==> config.mk <==
export PLATFORM = sky130hd
export DESIGN_NAME = nprc_host
export DESIGN_NICKNAME = d
export VERILOG_FILES = /design/src/logic/nprc_pkg.sv /design/src/logic/nprc_host.sv
export VERILOG_INCLUDE_DIRS = /design/src /design/src/logic
export SDC_FILE = /design/constraint.sdc
export NUM_CORES = 1
export LEC_CHECK = 0
export BUFFER_PORTS_ARGS = -buffer_cell sky130_fd_sc_hd__buf_2
export CAP_MARGIN = 20
export CORE_ASPECT_RATIO = 0.9
export CORE_MARGIN = 2
export CORE_UTILIZATION = 55
export DETAILED_ROUTE_END_ITERATION = 8
export PLACE_DENSITY = 0.75
export SETUP_SLACK_MARGIN = 0.1
export SLEW_MARGIN = 0
export SYNTH_ARGS = -nofsm -noshare
export SYNTH_HDL_FRONTEND = slang
export SYNTH_HIERARCHICAL = 1
export SYNTH_SLANG_ARGS = --single-unit
==> constraint.sdc <==
create_clock -name i_clk -period 10.44 [get_ports i_clk]
set_input_delay 1.044 -clock i_clk [delete_from_list [all_inputs] [get_ports i_clk]]
set_output_delay 1.044 -clock i_clk [all_outputs]
set_load 0.01 [all_outputs]
==> src/logic/nprc_map.svh <==
/*
 * Constants of the NAND page-read host sequencer: clock rate, bus timing, command bytes.
 * Assumes it is included by bare name from the design file.
 */
`ifndef NPRC_MAP_SVH
`define NPRC_MAP_SVH

`define NPRC_CLK_MHZ        250
// least times round up to whole cycles
`define NPRC_CYC(ns)        (((ns) * `NPRC_CLK_MHZ + 999) / 1000)
`define NPRC_T_WP_NS        12
`define NPRC_T_WH_NS        10
`define NPRC_T_RP_NS        24
`define NPRC_T_REH_NS       10
`define NPRC_T_WB_NS        100
`define NPRC_T_CCS_NS       200
`define NPRC_T_PAGE_READ_NS 50000
`define NPRC_WP_CYC         `NPRC_CYC(`NPRC_T_WP_NS)
`define NPRC_WH_CYC         `NPRC_CYC(`NPRC_T_WH_NS)
`define NPRC_RP_CYC         `NPRC_CYC(`NPRC_T_RP_NS)
`define NPRC_REH_CYC        `NPRC_CYC(`NPRC_T_REH_NS)
`define NPRC_WB_CYC         `NPRC_CYC(`NPRC_T_WB_NS)
`define NPRC_CCS_CYC        `NPRC_CYC(`NPRC_T_CCS_NS)
`define NPRC_PAGE_READ_CYC  `NPRC_CYC(`NPRC_T_PAGE_READ_NS)

`define NPRC_CMD_READ       8'h00
`define NPRC_CMD_PAGE       8'h30
`define NPRC_CMD_CSEQ       8'h31
`define NPRC_CMD_MPQ        8'h32
`define NPRC_CMD_CLAST      8'h3F
`define NPRC_CMD_COLCHG     8'h05
`define NPRC_CMD_COLENH     8'h06
`define NPRC_CMD_COLEND     8'hE0
`define NPRC_CMD_ROWCHG     8'h85
`define NPRC_CMD_STAT       8'h70
`define NPRC_CMD_STENH      8'h78
`define NPRC_CMD_RESET      8'hFF

`endif

==> src/logic/nprc_pkg.sv <==
/*
 * Types of the NAND page-read host sequencer: operations, die modes, states, request.
 * Assumes nprc_map.svh is on the include path.
 */
package nprc_pkg;
	typedef enum logic [3:0] {
		OP_PAGE = 4'h0, OP_MPQ = 4'h1, OP_CSEQ = 4'h2, OP_CRAND = 4'h3,
		OP_CLAST = 4'h4, OP_RMODE = 4'h5, OP_STAT = 4'h6, OP_STENH = 4'h7,
		OP_COLCHG = 4'h8, OP_COLENH = 4'h9, OP_ROWCHG = 4'hA, OP_RESET = 4'hB
	} nprc_op_t;
	typedef enum logic [1:0] {
		M_READY = 2'h0, M_CACHE = 2'h1, M_MPCACHE = 2'h2, M_MPQ = 2'h3
	} nprc_mode_t;
	typedef enum logic [3:0] {
		S_IDLE = 4'h0, S_STEP = 4'h1, S_LO = 4'h2, S_HI = 4'h3, S_WB = 4'h4,
		S_RB = 4'h5, S_GAP = 4'h6, S_RWAIT = 4'h7, S_RLO = 4'h8, S_RHI = 4'h9
	} nprc_st_t;
	typedef enum logic [1:0] {
		K_CMD = 2'h0, K_ADDR = 2'h1, K_WAIT = 2'h2, K_END = 2'h3
	} nprc_kind_t;
	typedef struct packed {
		nprc_kind_t  kind;
		logic [7:0]  data;
	} nprc_item_t;
	// addr bytes 0-1 column, 2-4 row; cnt = bytes to read afterwards
	typedef struct packed {
		nprc_op_t    op;
		logic [39:0] addr;
		logic [15:0] cnt;
	} nprc_req_t;
endpackage : nprc_pkg

==> src/logic/nprc_host.sv <==
/*
 * Host-side read sequencer for a NAND die: issues page, cache, multi-plane, status and
 * column-change command sequences on the multiplexed bus and drains read bytes into a FIFO.
 * Assumes a single die on the target, ready/busy pin with external pull-up, one 250 MHz clock.
 */
`timescale 1ns/1ps
`include "nprc_map.svh"

module nprc_fifo #(
	parameter int unsigned W = 8,
	parameter int unsigned D = 4
) (
	input  wire logic         i_clk,
	input  wire logic         i_rst_n,
	input  wire logic         i_in_valid,
	output logic              o_in_ready,
	input  wire logic [W-1:0] i_in_data,
	output logic              o_out_valid,
	input  wire logic         i_out_ready,
	output logic [W-1:0]      o_out_data
);
	localparam int unsigned AW = $clog2(D);
	typedef struct packed {
		logic [D-1:0][W-1:0] mem;
		logic [AW:0]         wp;
		logic [AW:0]         rp;
	} nprc_fifo_st_t;
	nprc_fifo_st_t q, d;
	logic full, empty;

	assign full        = (q.wp[AW-1:0] == q.rp[AW-1:0]) && (q.wp[AW] != q.rp[AW]);
	assign empty       = (q.wp == q.rp);
	assign o_in_ready  = !full;
	assign o_out_valid = !empty;
	assign o_out_data  = q.mem[q.rp[AW-1:0]];

	always_comb begin
		d = q;
		if (i_in_valid && !full) begin
			d.mem[q.wp[AW-1:0]] = i_in_data;
			d.wp = q.wp + 1'b1;
		end
		if (i_out_ready && !empty) begin
			d.rp = q.rp + 1'b1;
		end
	end

	always_ff @(posedge i_clk or negedge i_rst_n) begin
		if (!i_rst_n) begin
			q <= '0;
		end else begin
			q <= d;
		end
	end
endmodule // nprc_fifo

module nprc_host #(
	parameter int unsigned PAGE_READ_CYC = `NPRC_PAGE_READ_CYC,
	parameter int unsigned FIFO_DEPTH    = 4
) (
	input  wire logic               i_clk,
	input  wire logic               i_reset_n,
	input  wire logic               i_req_valid,
	output logic                    o_req_ready,
	input  wire nprc_pkg::nprc_req_t i_req,
	output logic                    o_refused,
	output logic                    o_timeout,
	output logic                    o_busy,
	output nprc_pkg::nprc_mode_t    o_mode,
	output logic                    o_rd_valid,
	input  wire logic               i_rd_ready,
	output logic [7:0]              o_rd_data,
	output logic                    o_ce_n,
	output logic                    o_cle,
	output logic                    o_ale,
	output logic                    o_we_n,
	output logic                    o_re_n,
	output logic [7:0]              o_dq_o,
	output logic                    o_dq_oe_n,
	input  wire logic [7:0]         i_dq,
	input  wire logic               i_rb_n
);
	import nprc_pkg::*;

	localparam logic [15:0] WP_C  = 16'(`NPRC_WP_CYC);
	localparam logic [15:0] WH_C  = 16'(`NPRC_WH_CYC);
	localparam logic [15:0] RP_C  = 16'(`NPRC_RP_CYC);
	localparam logic [15:0] REH_C = 16'(`NPRC_REH_CYC);
	localparam logic [15:0] WB_C  = 16'(`NPRC_WB_CYC);
	localparam logic [15:0] CCS_C = 16'(`NPRC_CCS_CYC);
	localparam logic [15:0] TMO_C = 16'(PAGE_READ_CYC);

	typedef struct packed {
		nprc_st_t    state;
		nprc_op_t    op;
		nprc_mode_t  mode;
		logic [3:0]  step;
		logic [15:0] tmr;
		logic [15:0] cnt;
		logic [39:0] addr;
		logic        mp;
		logic        sel_need;
		logic        restore;
		logic [2:0]  rb;
		logic [7:0]  dq1;
		logic [7:0]  dq2;
		logic [7:0]  dq3;
		logic        ce_n;
		logic        cle;
		logic        ale;
		logic        we_n;
		logic        re_n;
		logic [7:0]  dq_o;
		logic        dq_oe_n;
		logic        refused;
		logic        tmo;
	} nprc_host_st_t;

	nprc_host_st_t q, d;
	logic [1:0]    rst_sync;
	logic          rst_n;
	logic          push;
	logic          fifo_ready;
	logic          rb_hi;
	logic          fire;
	nprc_item_t    it;

	function automatic nprc_item_t seq_item(nprc_op_t op, logic [3:0] s, logic [39:0] a);
		nprc_item_t r;
		logic [3:0] bi;
		logic [7:0] fin;
		bi = (op == OP_STENH) ? s + 4'h1 : s - 4'h1;
		fin = (op == OP_MPQ) ? `NPRC_CMD_MPQ : (op == OP_CRAND) ? `NPRC_CMD_CSEQ : `NPRC_CMD_PAGE;
		r.kind = K_END;
		r.data = 8'(a >> {bi, 3'b000});
		case (op)
			OP_PAGE, OP_MPQ, OP_CRAND: begin
				if (s == 4'h0) r = '{K_CMD, `NPRC_CMD_READ};
				else if (s <= 4'h5) r.kind = K_ADDR;
				else if (s == 4'h6) r = '{K_CMD, fin};
				else if (s == 4'h7) r.kind = K_WAIT;
			end
			OP_CSEQ, OP_CLAST, OP_RESET: begin
				if (s == 4'h0) begin
					r.kind = K_CMD;
					r.data = (op == OP_CSEQ) ? `NPRC_CMD_CSEQ :
						(op == OP_CLAST) ? `NPRC_CMD_CLAST : `NPRC_CMD_RESET;
				end else if (s == 4'h1) r.kind = K_WAIT;
			end
			OP_RMODE: if (s == 4'h0) r = '{K_CMD, `NPRC_CMD_READ};
			OP_STAT:  if (s == 4'h0) r = '{K_CMD, `NPRC_CMD_STAT};
			// enhanced status names the die by its row address
			OP_STENH: begin
				if (s == 4'h0) r = '{K_CMD, `NPRC_CMD_STENH};
				else if (s <= 4'h3) r.kind = K_ADDR;
			end
			OP_COLCHG: begin
				if (s == 4'h0) r = '{K_CMD, `NPRC_CMD_COLCHG};
				else if (s <= 4'h2) r.kind = K_ADDR;
				else if (s == 4'h3) r = '{K_CMD, `NPRC_CMD_COLEND};
			end
			// enhanced column change picks the plane register
			OP_COLENH: begin
				if (s == 4'h0) r = '{K_CMD, `NPRC_CMD_COLENH};
				else if (s <= 4'h5) r.kind = K_ADDR;
				else if (s == 4'h6) r = '{K_CMD, `NPRC_CMD_COLEND};
			end
			// row and column change, no data input path here
			OP_ROWCHG: begin
				if (s == 4'h0) r = '{K_CMD, `NPRC_CMD_ROWCHG};
				else if (s <= 4'h5) r.kind = K_ADDR;
			end
			default: r.kind = K_END;
		endcase
		return r;
	endfunction

	function automatic logic op_ok(nprc_op_t op, nprc_mode_t m, logic sel, logic rst, logic dat);
		logic ok;
		logic stat;
		stat = (op == OP_STAT) || (op == OP_STENH);
		case (m)
			M_READY: ok = 1'b1;
			M_CACHE: ok = stat || op inside {OP_RMODE, OP_CSEQ, OP_CRAND, OP_COLCHG,
				OP_CLAST, OP_RESET};
			// multi-plane cache-busy adds plane queue and plane select
			M_MPCACHE: ok = stat || op inside {OP_RMODE, OP_CSEQ, OP_CRAND, OP_COLCHG,
				OP_CLAST, OP_RESET, OP_MPQ, OP_COLENH};
			// after a plane queue only more plane queues, the read finishers, status and reset continue
			M_MPQ: ok = stat || op inside {OP_MPQ, OP_PAGE, OP_CRAND, OP_RESET};
			default: ok = 1'b0;
		endcase
		// no data until a plane register is selected
		if (dat && sel && !stat && op != OP_COLENH) ok = 1'b0;
		// status output must be turned back to data first
		if (dat && rst && !stat && !(op inside {OP_RMODE, OP_COLCHG, OP_COLENH})) ok = 1'b0;
		return ok;
	endfunction

	always_ff @(posedge i_clk or negedge i_reset_n) begin
		if (!i_reset_n) begin
			rst_sync <= 2'b00;
		end else begin
			rst_sync <= {rst_sync[0], 1'b1};
		end
	end
	assign rst_n = rst_sync[1];

	// pin counts as ready once second and third stage both read high
	assign rb_hi       = q.rb[2] && q.rb[1];
	assign it          = seq_item(q.op, q.step, q.addr);
	assign o_req_ready = (q.state == S_IDLE);
	assign fire        = i_req_valid && o_req_ready;
	assign push        = (q.state == S_RLO) && (q.tmr == 16'h0000);

	always_comb begin
		d = q;
		d.refused = 1'b0;
		d.tmo = 1'b0;
		d.rb = {q.rb[1:0], i_rb_n};
		d.dq1 = i_dq;
		d.dq2 = q.dq1;
		d.dq3 = q.dq2;
		case (q.state)
			S_IDLE: begin
				if (i_req_valid) begin
					// refuse what the die would ignore
					if (op_ok(i_req.op, q.mode, q.sel_need, q.restore, i_req.cnt != 16'h0000)) begin
						d.op = i_req.op;
						d.addr = i_req.addr;
						d.cnt = (i_req.op inside {OP_STAT, OP_STENH}) ? 16'h0001 : i_req.cnt;
						d.step = 4'h0;
						d.ce_n = 1'b0;
						d.state = S_STEP;
					end else begin
						d.refused = 1'b1;
					end
				end
			end
			S_STEP: begin
				case (it.kind)
					K_CMD, K_ADDR: begin
						d.cle = (it.kind == K_CMD);
						d.ale = (it.kind == K_ADDR);
						d.dq_o = it.data;
						d.dq_oe_n = 1'b0;
						d.we_n = 1'b0;
						d.tmr = WP_C - 16'h0001;
						d.state = S_LO;
					end
					K_WAIT: begin
						d.tmr = WB_C - 16'h0001;
						d.state = S_WB;
					end
					default: begin
						case (q.op)
							// multi-plane flag comes from the plane queue
							OP_PAGE: begin
								d.mode = M_READY;
								d.mp = (q.mode == M_MPQ);
								d.sel_need = 1'b0;
							end
							OP_MPQ: begin
								d.mode = M_MPQ;
								d.mp = 1'b1;
							end
							// after cache busy the die is in cache-busy state
							OP_CSEQ, OP_CRAND: begin
								d.mode = q.mp ? M_MPCACHE : M_CACHE;
								d.sel_need = q.mp;
							end
							// cache-last ends the sequence ready, still needing a plane select after multi-plane
							OP_CLAST: begin
								d.mode = M_READY;
								d.sel_need = q.mp;
							end
							OP_RESET: begin
								d.mode = M_READY;
								d.mp = 1'b0;
								d.sel_need = 1'b0;
								d.restore = 1'b0;
							end
							OP_STAT, OP_STENH: d.restore = 1'b1;
							// read mode turns the die back to data output
							OP_RMODE, OP_COLCHG: d.restore = 1'b0;
							OP_COLENH: begin
								d.restore = 1'b0;
								d.sel_need = 1'b0;
							end
							default: d.mode = q.mode;
						endcase
						if (q.cnt != 16'h0000) begin
							d.tmr = CCS_C - 16'h0001;
							d.state = S_GAP;
						end else begin
							d.ce_n = 1'b1;
							d.state = S_IDLE;
						end
					end
				endcase
			end
			S_LO: begin
				d.tmr = q.tmr - 16'h0001;
				if (q.tmr == 16'h0000) begin
					d.we_n = 1'b1;
					d.tmr = WH_C - 16'h0001;
					d.state = S_HI;
				end
			end
			S_HI: begin
				d.tmr = q.tmr - 16'h0001;
				if (q.tmr == 16'h0000) begin
					d.cle = 1'b0;
					d.ale = 1'b0;
					d.dq_oe_n = 1'b1;
					d.step = q.step + 4'h1;
					d.state = S_STEP;
				end
			end
			S_WB: begin
				d.tmr = q.tmr - 16'h0001;
				if (q.tmr == 16'h0000) begin
					// busy wait counts up from zero toward the timeout
					d.tmr = 16'h0000;
					d.state = S_RB;
				end
			end
			// nothing is issued while the pin shows busy, until the busy wait reaches the timeout
			S_RB: begin
				d.tmr = q.tmr + 16'h0001;
				if (rb_hi || q.tmr == TMO_C - 16'h0001) begin
					d.tmo = !rb_hi;
					d.step = q.step + 4'h1;
					d.state = S_STEP;
				end
			end
			S_GAP: begin
				d.tmr = q.tmr - 16'h0001;
				if (q.tmr == 16'h0000) begin
					d.state = S_RWAIT;
				end
			end
			// back-pressure: a byte is strobed only when the FIFO has room
			S_RWAIT: begin
				if (fifo_ready) begin
					d.re_n = 1'b0;
					d.tmr = RP_C - 16'h0001;
					d.state = S_RLO;
				end
			end
			S_RLO: begin
				d.tmr = q.tmr - 16'h0001;
				if (q.tmr == 16'h0000) begin
					d.re_n = 1'b1;
					d.cnt = q.cnt - 16'h0001;
					d.tmr = REH_C - 16'h0001;
					d.state = S_RHI;
				end
			end
			S_RHI: begin
				d.tmr = q.tmr - 16'h0001;
				if (q.tmr == 16'h0000) begin
					d.ce_n = (q.cnt == 16'h0000);
					d.state = (q.cnt == 16'h0000) ? S_IDLE : S_RWAIT;
				end
			end
			default: d.state = S_IDLE;
		endcase
	end

	always_ff @(posedge i_clk or negedge rst_n) begin
		if (!rst_n) begin
			q <= '{state: S_IDLE, op: OP_RESET, mode: M_READY, rb: 3'b111,
				ce_n: 1'b1, we_n: 1'b1, re_n: 1'b1, dq_oe_n: 1'b1, default: '0};
		end else begin
			q <= d;
		end
	end

	nprc_fifo #(
		.W (8),
		.D (FIFO_DEPTH)
	) u_fifo (
		.i_clk       (i_clk),
		.i_rst_n     (rst_n),
		.i_in_valid  (push),
		.o_in_ready  (fifo_ready),
		.i_in_data   (q.dq3),
		.o_out_valid (o_rd_valid),
		.i_out_ready (i_rd_ready),
		.o_out_data  (o_rd_data)
	);

	assign o_refused = q.refused;
	assign o_timeout = q.tmo;
	assign o_busy    = (q.state != S_IDLE);
	assign o_mode    = q.mode;
	assign o_ce_n    = q.ce_n;
	assign o_cle     = q.cle;
	assign o_ale     = q.ale;
	assign o_we_n    = q.we_n;
	assign o_re_n    = q.re_n;
	assign o_dq_o    = q.dq_o;
	assign o_dq_oe_n = q.dq_oe_n;
endmodule // nprc_host

After elaboration in Yosys (flattened, before gate mapping)
Cells that the tools add are included.
{"block": "totals", "register_bits": 172, "latchBits": 0, "ram_bits": 0, "rom_bits": 0, "inputBits": 73, "out_inout_bits": 29, "word_cells": 274, "n_memories": 0}
{"block": "classes", "add_sub_neg": 7, "mul": 0, "div": 0, "n_lt_le_gt_ge": 6, "eq_ne": 58, "n_shift": 1, "muxes": 97, "bitwise_logic": 1, "n_reduce_logical": 74}
{"op": "two-way mux 56 bit", "count": 2}
{"op": "one-hot mux 16 bit (7 select lines)", "count": 1}
{"op": "two-way mux 8 bit", "count": 13}
{"op": "two-way mux 16 bit", "count": 5}
{"op": "two-way mux 10 bit", "count": 7}
{"op": "one-hot mux 16 bit (2 select lines)", "count": 2}
{"op": "one-hot mux 8 bit (8 select lines)", "count": 1}
{"op": "== test 4 x 3 -> 1 bit (second input constant)", "count": 14}
{"op": "two-way mux 4 bit", "count": 13}
{"op": "one-hot mux 4 bit (10 select lines)", "count": 1}
{"op": ">> shifter 40 x 7 -> 8 bit", "count": 1}
{"op": "== test 4 bit (second input constant)", "count": 9}
{"op": "bitwise mux 32 bit", "count": 1}
{"op": "zero test 16 bit", "count": 2}
{"op": "two-way mux 32 bit", "count": 1}
{"op": "nonzero test 16 bit", "count": 2}
{"op": "subtractor 16 x 1 -> 16 bit (second input constant)", "count": 2}
{"op": "== test 4 x 2 -> 1 bit (second input constant)", "count": 7}
{"op": "AND reduction 3 bit", "count": 9}
{"op": "two-way mux 2 bit", "count": 12}
{"op": "OR reduction 3 bit", "count": 7}
{"op": "two-way mux 1 bit", "count": 20}
{"op": "inequality test 2 bit (second input constant)", "count": 10}
{"op": "adder 16 x 1 -> 16 bit (second input constant)", "count": 1}
{"op": "47 further kinds", "count": 101}

Longest topological paths before layout
Gate-level depths: netlist of run 1.
{"block": "depth", "ltp_word": 12, "mapped_depth": 13}

Cells and area by module
Netlist of run 1, hierarchy kept.
{"module": "nprc_host", "instances": 1, "cells_per_inst": 842, "area_each_um2": 7825.0}
{"module": "nprc_fifo", "instances": 1, "cells_per_inst": 119, "area_each_um2": 1878.1}

Worst setup path before layout of run 1
Ideal clock, no wire load.
{"block": "synth_path", "path_kind": "flip-flop to flip-flop", "startpoint": "register, netlist name q[118]", "endpoint": "register, netlist name q[43]", "setup_ns": 0.121, "arrival_ns": 3.206, "required_time_ns": 10.319, "slack_ns": 7.113, "stages_incl_launch_ff": 12, "n_path_buf": 2, "path_cell_list": "dfrtp_1 -> clkbuf_1 -> clkinv_1 -> ha_1 -> clkbuf_1 -> or2_2 -> a211o_1 -> a211oi_1 -> a221oi_4 -> nand3b_1 -> a211o_1 -> a22o_1"}

==> qor.yml, run 1 <==
syn_area_mm2: 0.00970
leakagePower_nw: 4.76
fin_skew_ns: 0.0105
synth_top_area_share_pct: 41.8
worstSetupPathType: "register to register"
syn_nets: 1046
grt_max_degree: 61
grt_pass1_wl_um: 39300
hold_class: "register to async pin"
fin_ws_ns: 6.50
finalNonFillerCells: 1274
worstSetupStartpointType: "register"
coreArea_mm2: 0.0174
post-route-period-util_pct: 37.7
cts_resized: 0
num_rows: 46
cts_tree: "done"
synth.area.top_cells: "dfrtp_1, mux2_2, nand2_1, a21oi_1, dfstp_2"
synth_cells: 961
routedWlPerCell_um: 19.0
clk_pin_slew_ns: 0.07
end_kind: "register"
cts.sinks: 172
hold_viol: 0
drv_slew: 0
post_dp_cell_area_mm2: 0.0102
critical_path_required_ns: 10.76
finalPower_mw: 3.14
numCtsBuffers: 17
antenna_found_initial: 1
die_w_um: 144
final_cell_mix: "dfrtp_1, buf_2, nand2_1"
layout_commonest_cell: "dfrtp_1"
ir_worst_vdd_mv: 0.157
rsz0062_at_grt: "false"
via_per_inst: 6.25
dp_cells: 1238
syn_to_final_growth_pct: 11.8
drive_gt1_share_pct: 26.7
first_global_vias: 7577
gr-usage-all-layers_pct: 26.8
htreeDepth: 4
drt_first_pass_iters: 6
setup_violations: 0
post-route-util_pct: 62.2
period_minus_slack_ns: 3.94
cap_violations: 0
timing.setup.tns_ns: 0
drc: 0
start_util_pct: 55.6
num-nets-final: 1105
pre_cts_slack_ns: 6.29
die-height_um: 130
status: "finished clean"
fin_hold_ws_ns: 0.351
crit_fanout: 16
ys_warn_count: 6
async_reset_ff_share_pct: 100
worstMarginPinSlew_ns: 1.01
postRouteAntennaNets: 0
drt_iter0_markers: 971
clk_latency_ns: 0.43
syn_area_per_cell_um2: 10.1
io_pins: 102
post_cts_buffers: 0
clock.fmax_mhz: 254
synth_edf_count: 0
totalWireLength_um: 24200
grt_overflow: 0
arrival_ns: 4.26
dieArea_mm2: 0.0187
synth.largest_area_cell: "dfrtp_1"
clock_path_buffers: 2
max_slew_margin_pct: 32.1
gp_congestion: 0.904
synth.distinct_cells: 91
root_buffer: "clkbuf_16"
cts-hold-fix-buffers: 0
ys_ff_latch: 172
fin_area_mm2: 0.0108
power-per-cell-area_mw_per_mm2: 289
io_buffers: 101
ys_seq_area_share_pct: 44.5
synth_ff_type: "dfrtp_1"
place_hpwl_um: 16900
vias: 7966
==> where the power goes <==
group	internal, mW	switching (mW)
clock network	0.340	0.293
registers	0.855	0.252
logic	0.590	0.811
==> state kept, by name, summed over array words and instances, names as in the netlist, 2 cells and up <==
signal,count
o_mode,2
d,18
o_dq_o,8
q,96
rst_sync,2
u_fifo/q,38
==> cells in the mapped netlist (6+ instances only) <==
master	instances
nand3_1	29
mux4_2	11
or3_1	12
ha_1	12
a221oi_1	12
o21ai_0	38
a211oi_1	6
nand2b_1	12
nor3_1	30
o22a_1	8
nor2_1	68
a31oi_1	19
a2bb2oi_1	6
dfrtp_1	162
o31ai_1	8
buf_2	19
buf_4	10
inv_1	32
a22oi_1	8
clkbuf_1	38
nand2_1	87
mux2_2	78
mux2i_1	9
nor3b_1	8
dfstp_2	10
nor4_1	10
nand4_1	10
a211o_1	7
a21oi_1	55
xor2_1	7
and2_1	6
and3_1	7
o22ai_1	6
o221ai_1	7
nor2b_1	6
xnor2_1	6
==> area by class of cell <==
cell class                      instances  area [um2]
Antenna cell                            1        2.50
Clock buffer                           18         429
Clock inverter                         14         155
Fill cell                            1386        6590
Inverter                               34         128
Multi-Input combinational cell        685        4940
Sequential cell                       172        4320
Tap cell                              240         300
Timing Repair Buffer                  110         577
==> per-layer routing <==
metal	up-vias	GRT usage [%]	share of wire, %
li1	3689	-	-
met4	2	10.3	2.7
met1	3871	37.3	44
met2	346	41.7	47
met5	-	0	0.054
met3	58	5.76	6.7
==> path summary, 6_finish.rpt <==
check,from,to,slack (ns),cells after the start
min in group i_clk,d[24],d[16],0.35,0
min reg2reg,rst_sync[1],q[19],0.35,0
min,rst_sync[1],q[19],0.35,0
max reg2reg,q[118],q[106],6.50,10
max in group asynchronous,rst_sync[1],o_dq_o[6],8.13,2
max,q[118],q[106],6.50,10
==> critical path: stages, from the launching register on <==
cell and delay, ns:
dfrtp_1 0.56, clkinv_1 0.27, ha_1 0.33, nor3b_2 0.84
nor4_1 0.12, a311o_1 0.39, a221oi_4 0.45, o31ai_2 0.19
buf_4 0.24, and2_1 0.17, a211o_1 0.26
==> cell families after synthesis <==
kind of cell	after synthesis	share of synthesized area, %
adders and majority gates	12	1.55
buffers and inverters	104	4.81
and+or+nand+nor	316	16.7
muxes	98	12.5
AOI/OAI and AO/OA	242	18.2
xor gates and xnor gates	16	1.68
DFF	172	44.5
other	1	0.0386
No activity file was read; power rests on OpenSTA's default activity.
==> inputs of run 2 (changes only) <==
clock period = 4 ns   (was 10.44 ns; I/O delays follow)
==> run 2 against run 1 <==
Compared with the run above: sequential power rose to 2.5 times the previous value; sequential share of layout area is 0.35 points lower; wire length is 2.0% higher; design area up 0.89%; count of clock-buffer cells in the layout up 1; via count grew 0.78%; largest power group unchanged; largest cell class unchanged; critical path depth shrank 1; global-route usage up 0.49 points; critical endpoint is now q[105]; die area is the same; total power rose to 2.6 times the previous value.
==> qor.yml, run 2 (synthesized netlist as in run 1, its figures left out) <==
crit_start: "q[118]"  # unchanged
end_kind: "register"  # unchanged
drv_slew: 0  # unchanged
worstSetupEndpoint: "q[105]"  # was q[106]
hold_class: "input pin to register"  # was register to async pin
drt_iter0_markers: 981  # was 971
power-per-cell-area_mw_per_mm2: 760  # was 289 mW/mm2
clock_path_buffers: 2  # unchanged
period_minus_slack_ns: 3.60  # was 3.94 ns
dieArea_mm2: 0.0187  # unchanged
layout_commonest_cell: "dfrtp_1"  # unchanged
drive_gt1_share_pct: 27.3  # was 26.7%
cts-hold-fix-buffers: 1  # was 0
cp_num_buf_inv: 1  # was 2
final_cell_mix: "dfrtp_1, buf_2, nand2_1"  # unchanged
arrival_ns: 3.97  # was 4.26 ns
start_util_pct: 55.6  # unchanged
root_buffer: "clkbuf_16"  # unchanged
cts_resized: 0  # unchanged
regArea_mm2: 0.00432  # unchanged
leakagePower_nw: 4.82  # was 4.76 nW
worstMarginPinSlew_ns: 1.11  # was 1.01 ns
timing.setup.tns_ns: 0  # unchanged
routedWlPerCell_um: 19.3  # was 19.0 um
max_stage_delay_ns: 0.96  # was 0.84 ns
ir_worst_vdd_mv: 0.405  # was 0.157 mV
syn_to_final_growth_pct: 12.8  # was 11.8%
fin_skew_ns: 0.0123  # was 0.0105 ns
post-route-util_pct: 62.8  # was 62.2%
critical_path_cell_count: 9  # was 10
die_w_um: 144  # unchanged
via_per_inst: 6.26  # was 6.25
critical_path_required_ns: 4.37  # was 10.76 ns
postRouteAntennaNets: 0  # unchanged
status: "finished clean"  # unchanged
totalWireLength_um: 24700  # was 24200 um
num-nets-final: 1114  # was 1105
gr-usage-all-layers_pct: 27.3  # was 26.8%
num_rows: 46  # unchanged
n_fill_cell: 1425  # was 1386
numCtsBuffers: 17  # unchanged
cts.sinks: 172  # unchanged
grt_pass1_wl_um: 40000  # was 39300 um
fin_ws_ns: 0.402  # was 6.50 ns
antenna_found_initial: 3  # was 1
crit_slowest_cell: "o31ai_2"  # was nor3b_2
io_pins: 102  # unchanged
setup_violations: 0  # unchanged
drt_first_pass_iters: 7  # was 6
clk_latency_ns: 0.44  # was 0.43 ns
grt_overflow: 0  # unchanged
worstSetupStartpointType: "register"  # unchanged
crit_fanout: 14  # was 16
max_slew_margin_pct: 25.7  # was 32.1%
gp_congestion: 0.969  # was 0.904
die-height_um: 130  # unchanged
grt_max_degree: 68  # was 61
cap_violations: 0  # unchanged
rr_startpoint: "q[118]"  # unchanged
multiInputGateArea_mm2: 0.00494  # unchanged
pre_cts_slack_ns: 0.484  # was 6.29 ns
coreArea_mm2: 0.0174  # unchanged
io_buffers: 101  # unchanged
timing.rr.end: "q[105]"  # was q[106]
post-route-period-util_pct: 90.0  # was 37.7%
rsz0062_at_grt: "false"  # unchanged
first_global_vias: 7674  # was 7577
hold_viol: 0  # unchanged
drc: 0  # unchanged
largest_register_ffs: 96  # unchanged
worstSetupPathType: "register to register"  # unchanged
regMostFlops: "q"  # unchanged
clk_pin_slew_ns: 0.07  # about the same
vias: 8028  # was 7966
htreeDepth: 4  # unchanged
post_cts_buffers: 0  # unchanged
r2r_slack_ns: 0.40  # was 6.50 ns
reg2regPathDepth: 9  # was 10
place_hpwl_um: 17000  # was 16900 um
cp_top_family: "compound AO/OA/AOI/OAI gates"  # unchanged
cts_tree: "done"  # unchanged
clock.fmax_mhz: 278  # was 254 MHz
crit_chain: "clkinv_1 -> ha_1 -> or2_2 -> a211o_1 -> a211oi_1 -> a221oi_4 -> o31ai_2 -> o21bai_1 -> a22o_1"  # was clkinv_1 -> ha_1 -> nor3b_2 -> nor4_1 -> a311o_1 -> a221oi_4 -> o31ai_2 -> buf_4 -> and2_1 -> a211o_1
finalPower_mw: 8.31  # was 3.14 mW
run 2: power by group:
part	total [mW]	switching [mW]	internal, mW
Clock	1.68	0.774	0.905
Combinational	3.82	2.23	1.59
Sequential	2.81	0.581	2.23
run 2: worst min-delay path by stage:
stage,startpoint,to,slack [ns],cells past startpoint
5_1_grt,i_rb_n,d[41],0.05,1
6_report,i_rb_n,d[41],0.06,1
3_5_place_dp,i_reset_n,rst_sync[0],0.19,1
2_1_floorplan,i_reset_n,rst_sync[0],0.10,0
3_3_place_gp,i_reset_n,rst_sync[0],0.19,1
4_1_cts,i_rb_n,d[41],0.05,1
run 2: worst register-to-register path: cells and delay by family (launching register included):
family | cells | cell delay (ns)
AOI/OAI and AO/OA | 6 | 2.18
adders and majority gates | 1 | 0.42
and+or+nand+nor | 1 | 0.36
DFF | 1 | 0.35
buffers and inverters | 1 | 0.23
run 2: metrics by stage:
stage                     hold WS (ns)  area, um2  instances
after floorplan                  0.104       9700        961
after global placement           0.186      10300       1249
after detailed placement         0.189      10300       1249
after CTS                       0.0467      10900       1282
after global routing            0.0486      10900       1283
final                           0.0595      10900       1283
run 2: routing by layer:
metal / up-vias / part of all wire, % / track usage [%]
met5: - / 0.045 / 0
met4: 2 / 2.4 / 9.80
met3: 56 / 6.5 / 5.91
met2: 350 / 47 / 42.6
met1: 3918 / 44 / 38.1
li1: 3702 / - / -
run 2: final cells by class:
class,count,share of cell area (%)
antenna,1,0.0229
clock buffer,19,4.05
clock inverter,13,1.34
inverter,34,1.17
multi-input combinational,685,45.1
sequential,172,39.5
tap,240,2.74
timing repair buffer,119,6.10
==> inputs of run 3 (changes only) <==
CORE_UTILIZATION = 54   (was 55)
PLACE_DENSITY = 0.77   (was 0.75)
clock period = 3 ns   (was 4 ns; I/O delays follow)
==> run 3 against run 2 <==
Compared with the run above: register-to-register slack worse by 0.24 ns; die area rose by 1.8%; worst hold slack improved by 0.027 ns; critical path type unchanged; highest routed layer unchanged.
==> qor.yml, run 3 (synthesized netlist as in run 1, its figures left out) <==
ir_worst_vdd_mv: 0.513  # was 0.405 mV
first_global_vias: 8166  # was 7674
worstSetupPathType: "register to register"  # unchanged
p_int_mw: 6.72  # was 4.73 mW
drive_gt1_share_pct: 32.5  # was 27.3%
num_rows: 46  # unchanged
root_buffer: "clkbuf_16"  # unchanged
syn_to_final_growth_pct: 20.1  # was 12.8%
drc: 0  # unchanged
htreeDepth: 4  # unchanged
critical_path_required_ns: 3.33  # was 4.37 ns
gp_congestion: 0.932  # was 0.969
multiInputGateArea_mm2: 0.00504  # was 0.00494 mm2
hold_viol: 0  # unchanged
regArea_mm2: 0.00432  # about the same
arrival_ns: 3.16  # was 3.97 ns
max_slew_margin_pct: 56.3  # was 25.7%
vias: 8475  # was 8028
start_util_pct: 55.1  # was 55.6%
combPwrFrac_pct: 50.7  # was 46.0%
status: "finished clean"  # unchanged
drt_first_pass_iters: 6  # was 7
grt_pass1_wl_um: 42000  # was 40000 um
cp_num_buf_inv: 2  # was 1
fin_skew_ns: 0.0101  # was 0.0123 ns
rsz0062_at_grt: "false"  # unchanged
clk_latency_ns: 0.44  # about the same
postRouteAntennaNets: 0  # unchanged
leakagePower_nw: 5.18  # was 4.82 nW
grt_max_degree: 100  # was 68
post-route-period-util_pct: 94.5  # was 90.0%
fin_ws_ns: 0.166  # was 0.402 ns
dieArea_mm2: 0.0191  # was 0.0187 mm2
max_stage_delay_ns: 0.45  # was 0.96 ns
power-per-cell-area_mw_per_mm2: 1000  # was 760 mW/mm2
pre_cts_slack_ns: -0.0451  # was 0.484 ns
crit_slowest_cell: "dfrtp_2"  # was o31ai_2
n_fill_cell: 1389  # was 1425
crit_fanout: 8  # was 14
layout_commonest_cell: "dfrtp_1"  # unchanged
post-route-util_pct: 66.2  # was 62.8%
gr-usage-all-layers_pct: 27.2  # was 27.3%
setup_violations: 0  # unchanged
coreArea_mm2: 0.0176  # was 0.0174 mm2
grt_overflow: 0  # unchanged
io_buffers: 101  # unchanged
drt_iter0_markers: 933  # was 981
end_kind: "register"  # unchanged
via_per_inst: 6.29  # was 6.26
clkPwrFrac_pct: 18.4  # was 20.2%
die_w_um: 145  # was 144 um
worstMarginPinSlew_ns: 0.655  # was 1.11 ns
regMostFlops: "q"  # unchanged
largest_register_ffs: 96  # unchanged
clock.fmax_mhz: 353  # was 278 MHz
place_hpwl_um: 17900  # was 17000 um
worstSetupStartpointType: "register"  # unchanged
cts_tree: "done"  # unchanged
cap_violations: 0  # unchanged
power.switching_mw: 4.98  # was 3.59 mW
antenna_found_initial: 2  # was 3
crit_chain: "buf_6 -> ha_2 -> or2_2 -> a211o_1 -> a211oi_2 -> a221oi_4 -> buf_6 -> nand3b_1 -> a211o_1 -> a22o_1"  # was clkinv_1 -> ha_1 -> or2_2 -> a211o_1 -> a211oi_1 -> a221oi_4 -> o31ai_2 -> o21bai_1 -> a22o_1
seqPwrFrac_pct: 30.9  # was 33.9%
die-height_um: 131  # was 130 um
period_minus_slack_ns: 2.83  # was 3.60 ns
cts.sinks: 172  # unchanged
numCtsBuffers: 17  # unchanged
routedWlPerCell_um: 19.1  # was 19.3 um
timing.setup.tns_ns: 0  # unchanged
hold_class: "input pin to register"  # unchanged
cp_top_family: "compound AO/OA/AOI/OAI gates"  # unchanged
drv_slew: 0  # unchanged
totalWireLength_um: 25700  # was 24700 um
final_cell_mix: "dfrtp_1, buf_2, nand2_1"  # unchanged
num-nets-final: 1178  # was 1114
clk_pin_slew_ns: 0.07  # about the same
io_pins: 102  # unchanged
clock_path_buffers: 2  # unchanged
netSwitchingFraction_pct: 42.6  # was 43.1%
[run 3: path summary, 6_finish.rpt]
path	cells after the start	end	slack, ns	from
worst max-delay path	10	q[43]	0.17	q[118]
worst min-delay path	2	q[81]	0.09	i_req[51]
worst max register to register	10	q[43]	0.17	q[118]
worst min register to register	0	d[26]	0.21	rst_sync[1]
max in group asynchronous	1	q[115]	1.83	rst_sync[1]
min in group asynchronous	2	rst_sync[0]	0.17	i_reset_n
[run 3: final cells by class]
type | instances | area share, %
diodes | 1 | 0.0215
clock buffers | 18 | 3.68
clock inverters | 14 | 1.32
inverters | 34 | 1.14
multi-input cells | 685 | 43.2
flip-flops and latches | 172 | 37.1
well taps | 240 | 2.58
repair buffers | 183 | 10.9
[run 3: power groups by stage]
stage	Sequential (mW)	Combinational [mW]	Clock [mW]
after floorplan	3.37	4.15	0
after global placement	3.60	5.53	0
after detailed placement	3.62	5.62	0
after CTS	3.58	5.71	2.19
after global routing	3.71	6.47	2.29
final	3.62	5.93	2.15
[run 3: stage by stage]
step / std cells / hold slack (ns) / instance area (um2) / total power, mW
6_report: 1347 / 0.0868 / 11700 / 11.7
3_3_place_gp: 1294 / 0.0853 / 10700 / 9.12
4_1_cts: 1341 / 0.0789 / 11500 / 11.5
5_1_grt: 1347 / 0.0786 / 11700 / 12.5
3_5_place_dp: 1294 / 0.0909 / 10700 / 9.23
2_1_floorplan: 961 / 0.00441 / 9760 / 7.52
[run 3: worst register-to-register path: cells and delay by family (launching register included)]
kind	cells	cell delay [ns]
compound gates	5	1.21
simple gates	2	0.57
flops	1	0.45
buf+inv	2	0.29
fa+ha+maj	1	0.21
[run 3: what timing repair did]
item                                   4_1_cts  5_1_grt
setup buffers                                5        5
setup endpoints to repair                   42       69
gates resized for setup                      4       21
endpoints found under the hold margin       11        0
pin swaps                                    0        7
hold buffers                                10        0
[run 3: routing by layer]
metal	part of all wire, %	global-route usage [%]
met4	2.6	8.33
met5	0.051	0
met1	42	36.9
met3	8.2	7.53
met2	47	42.8
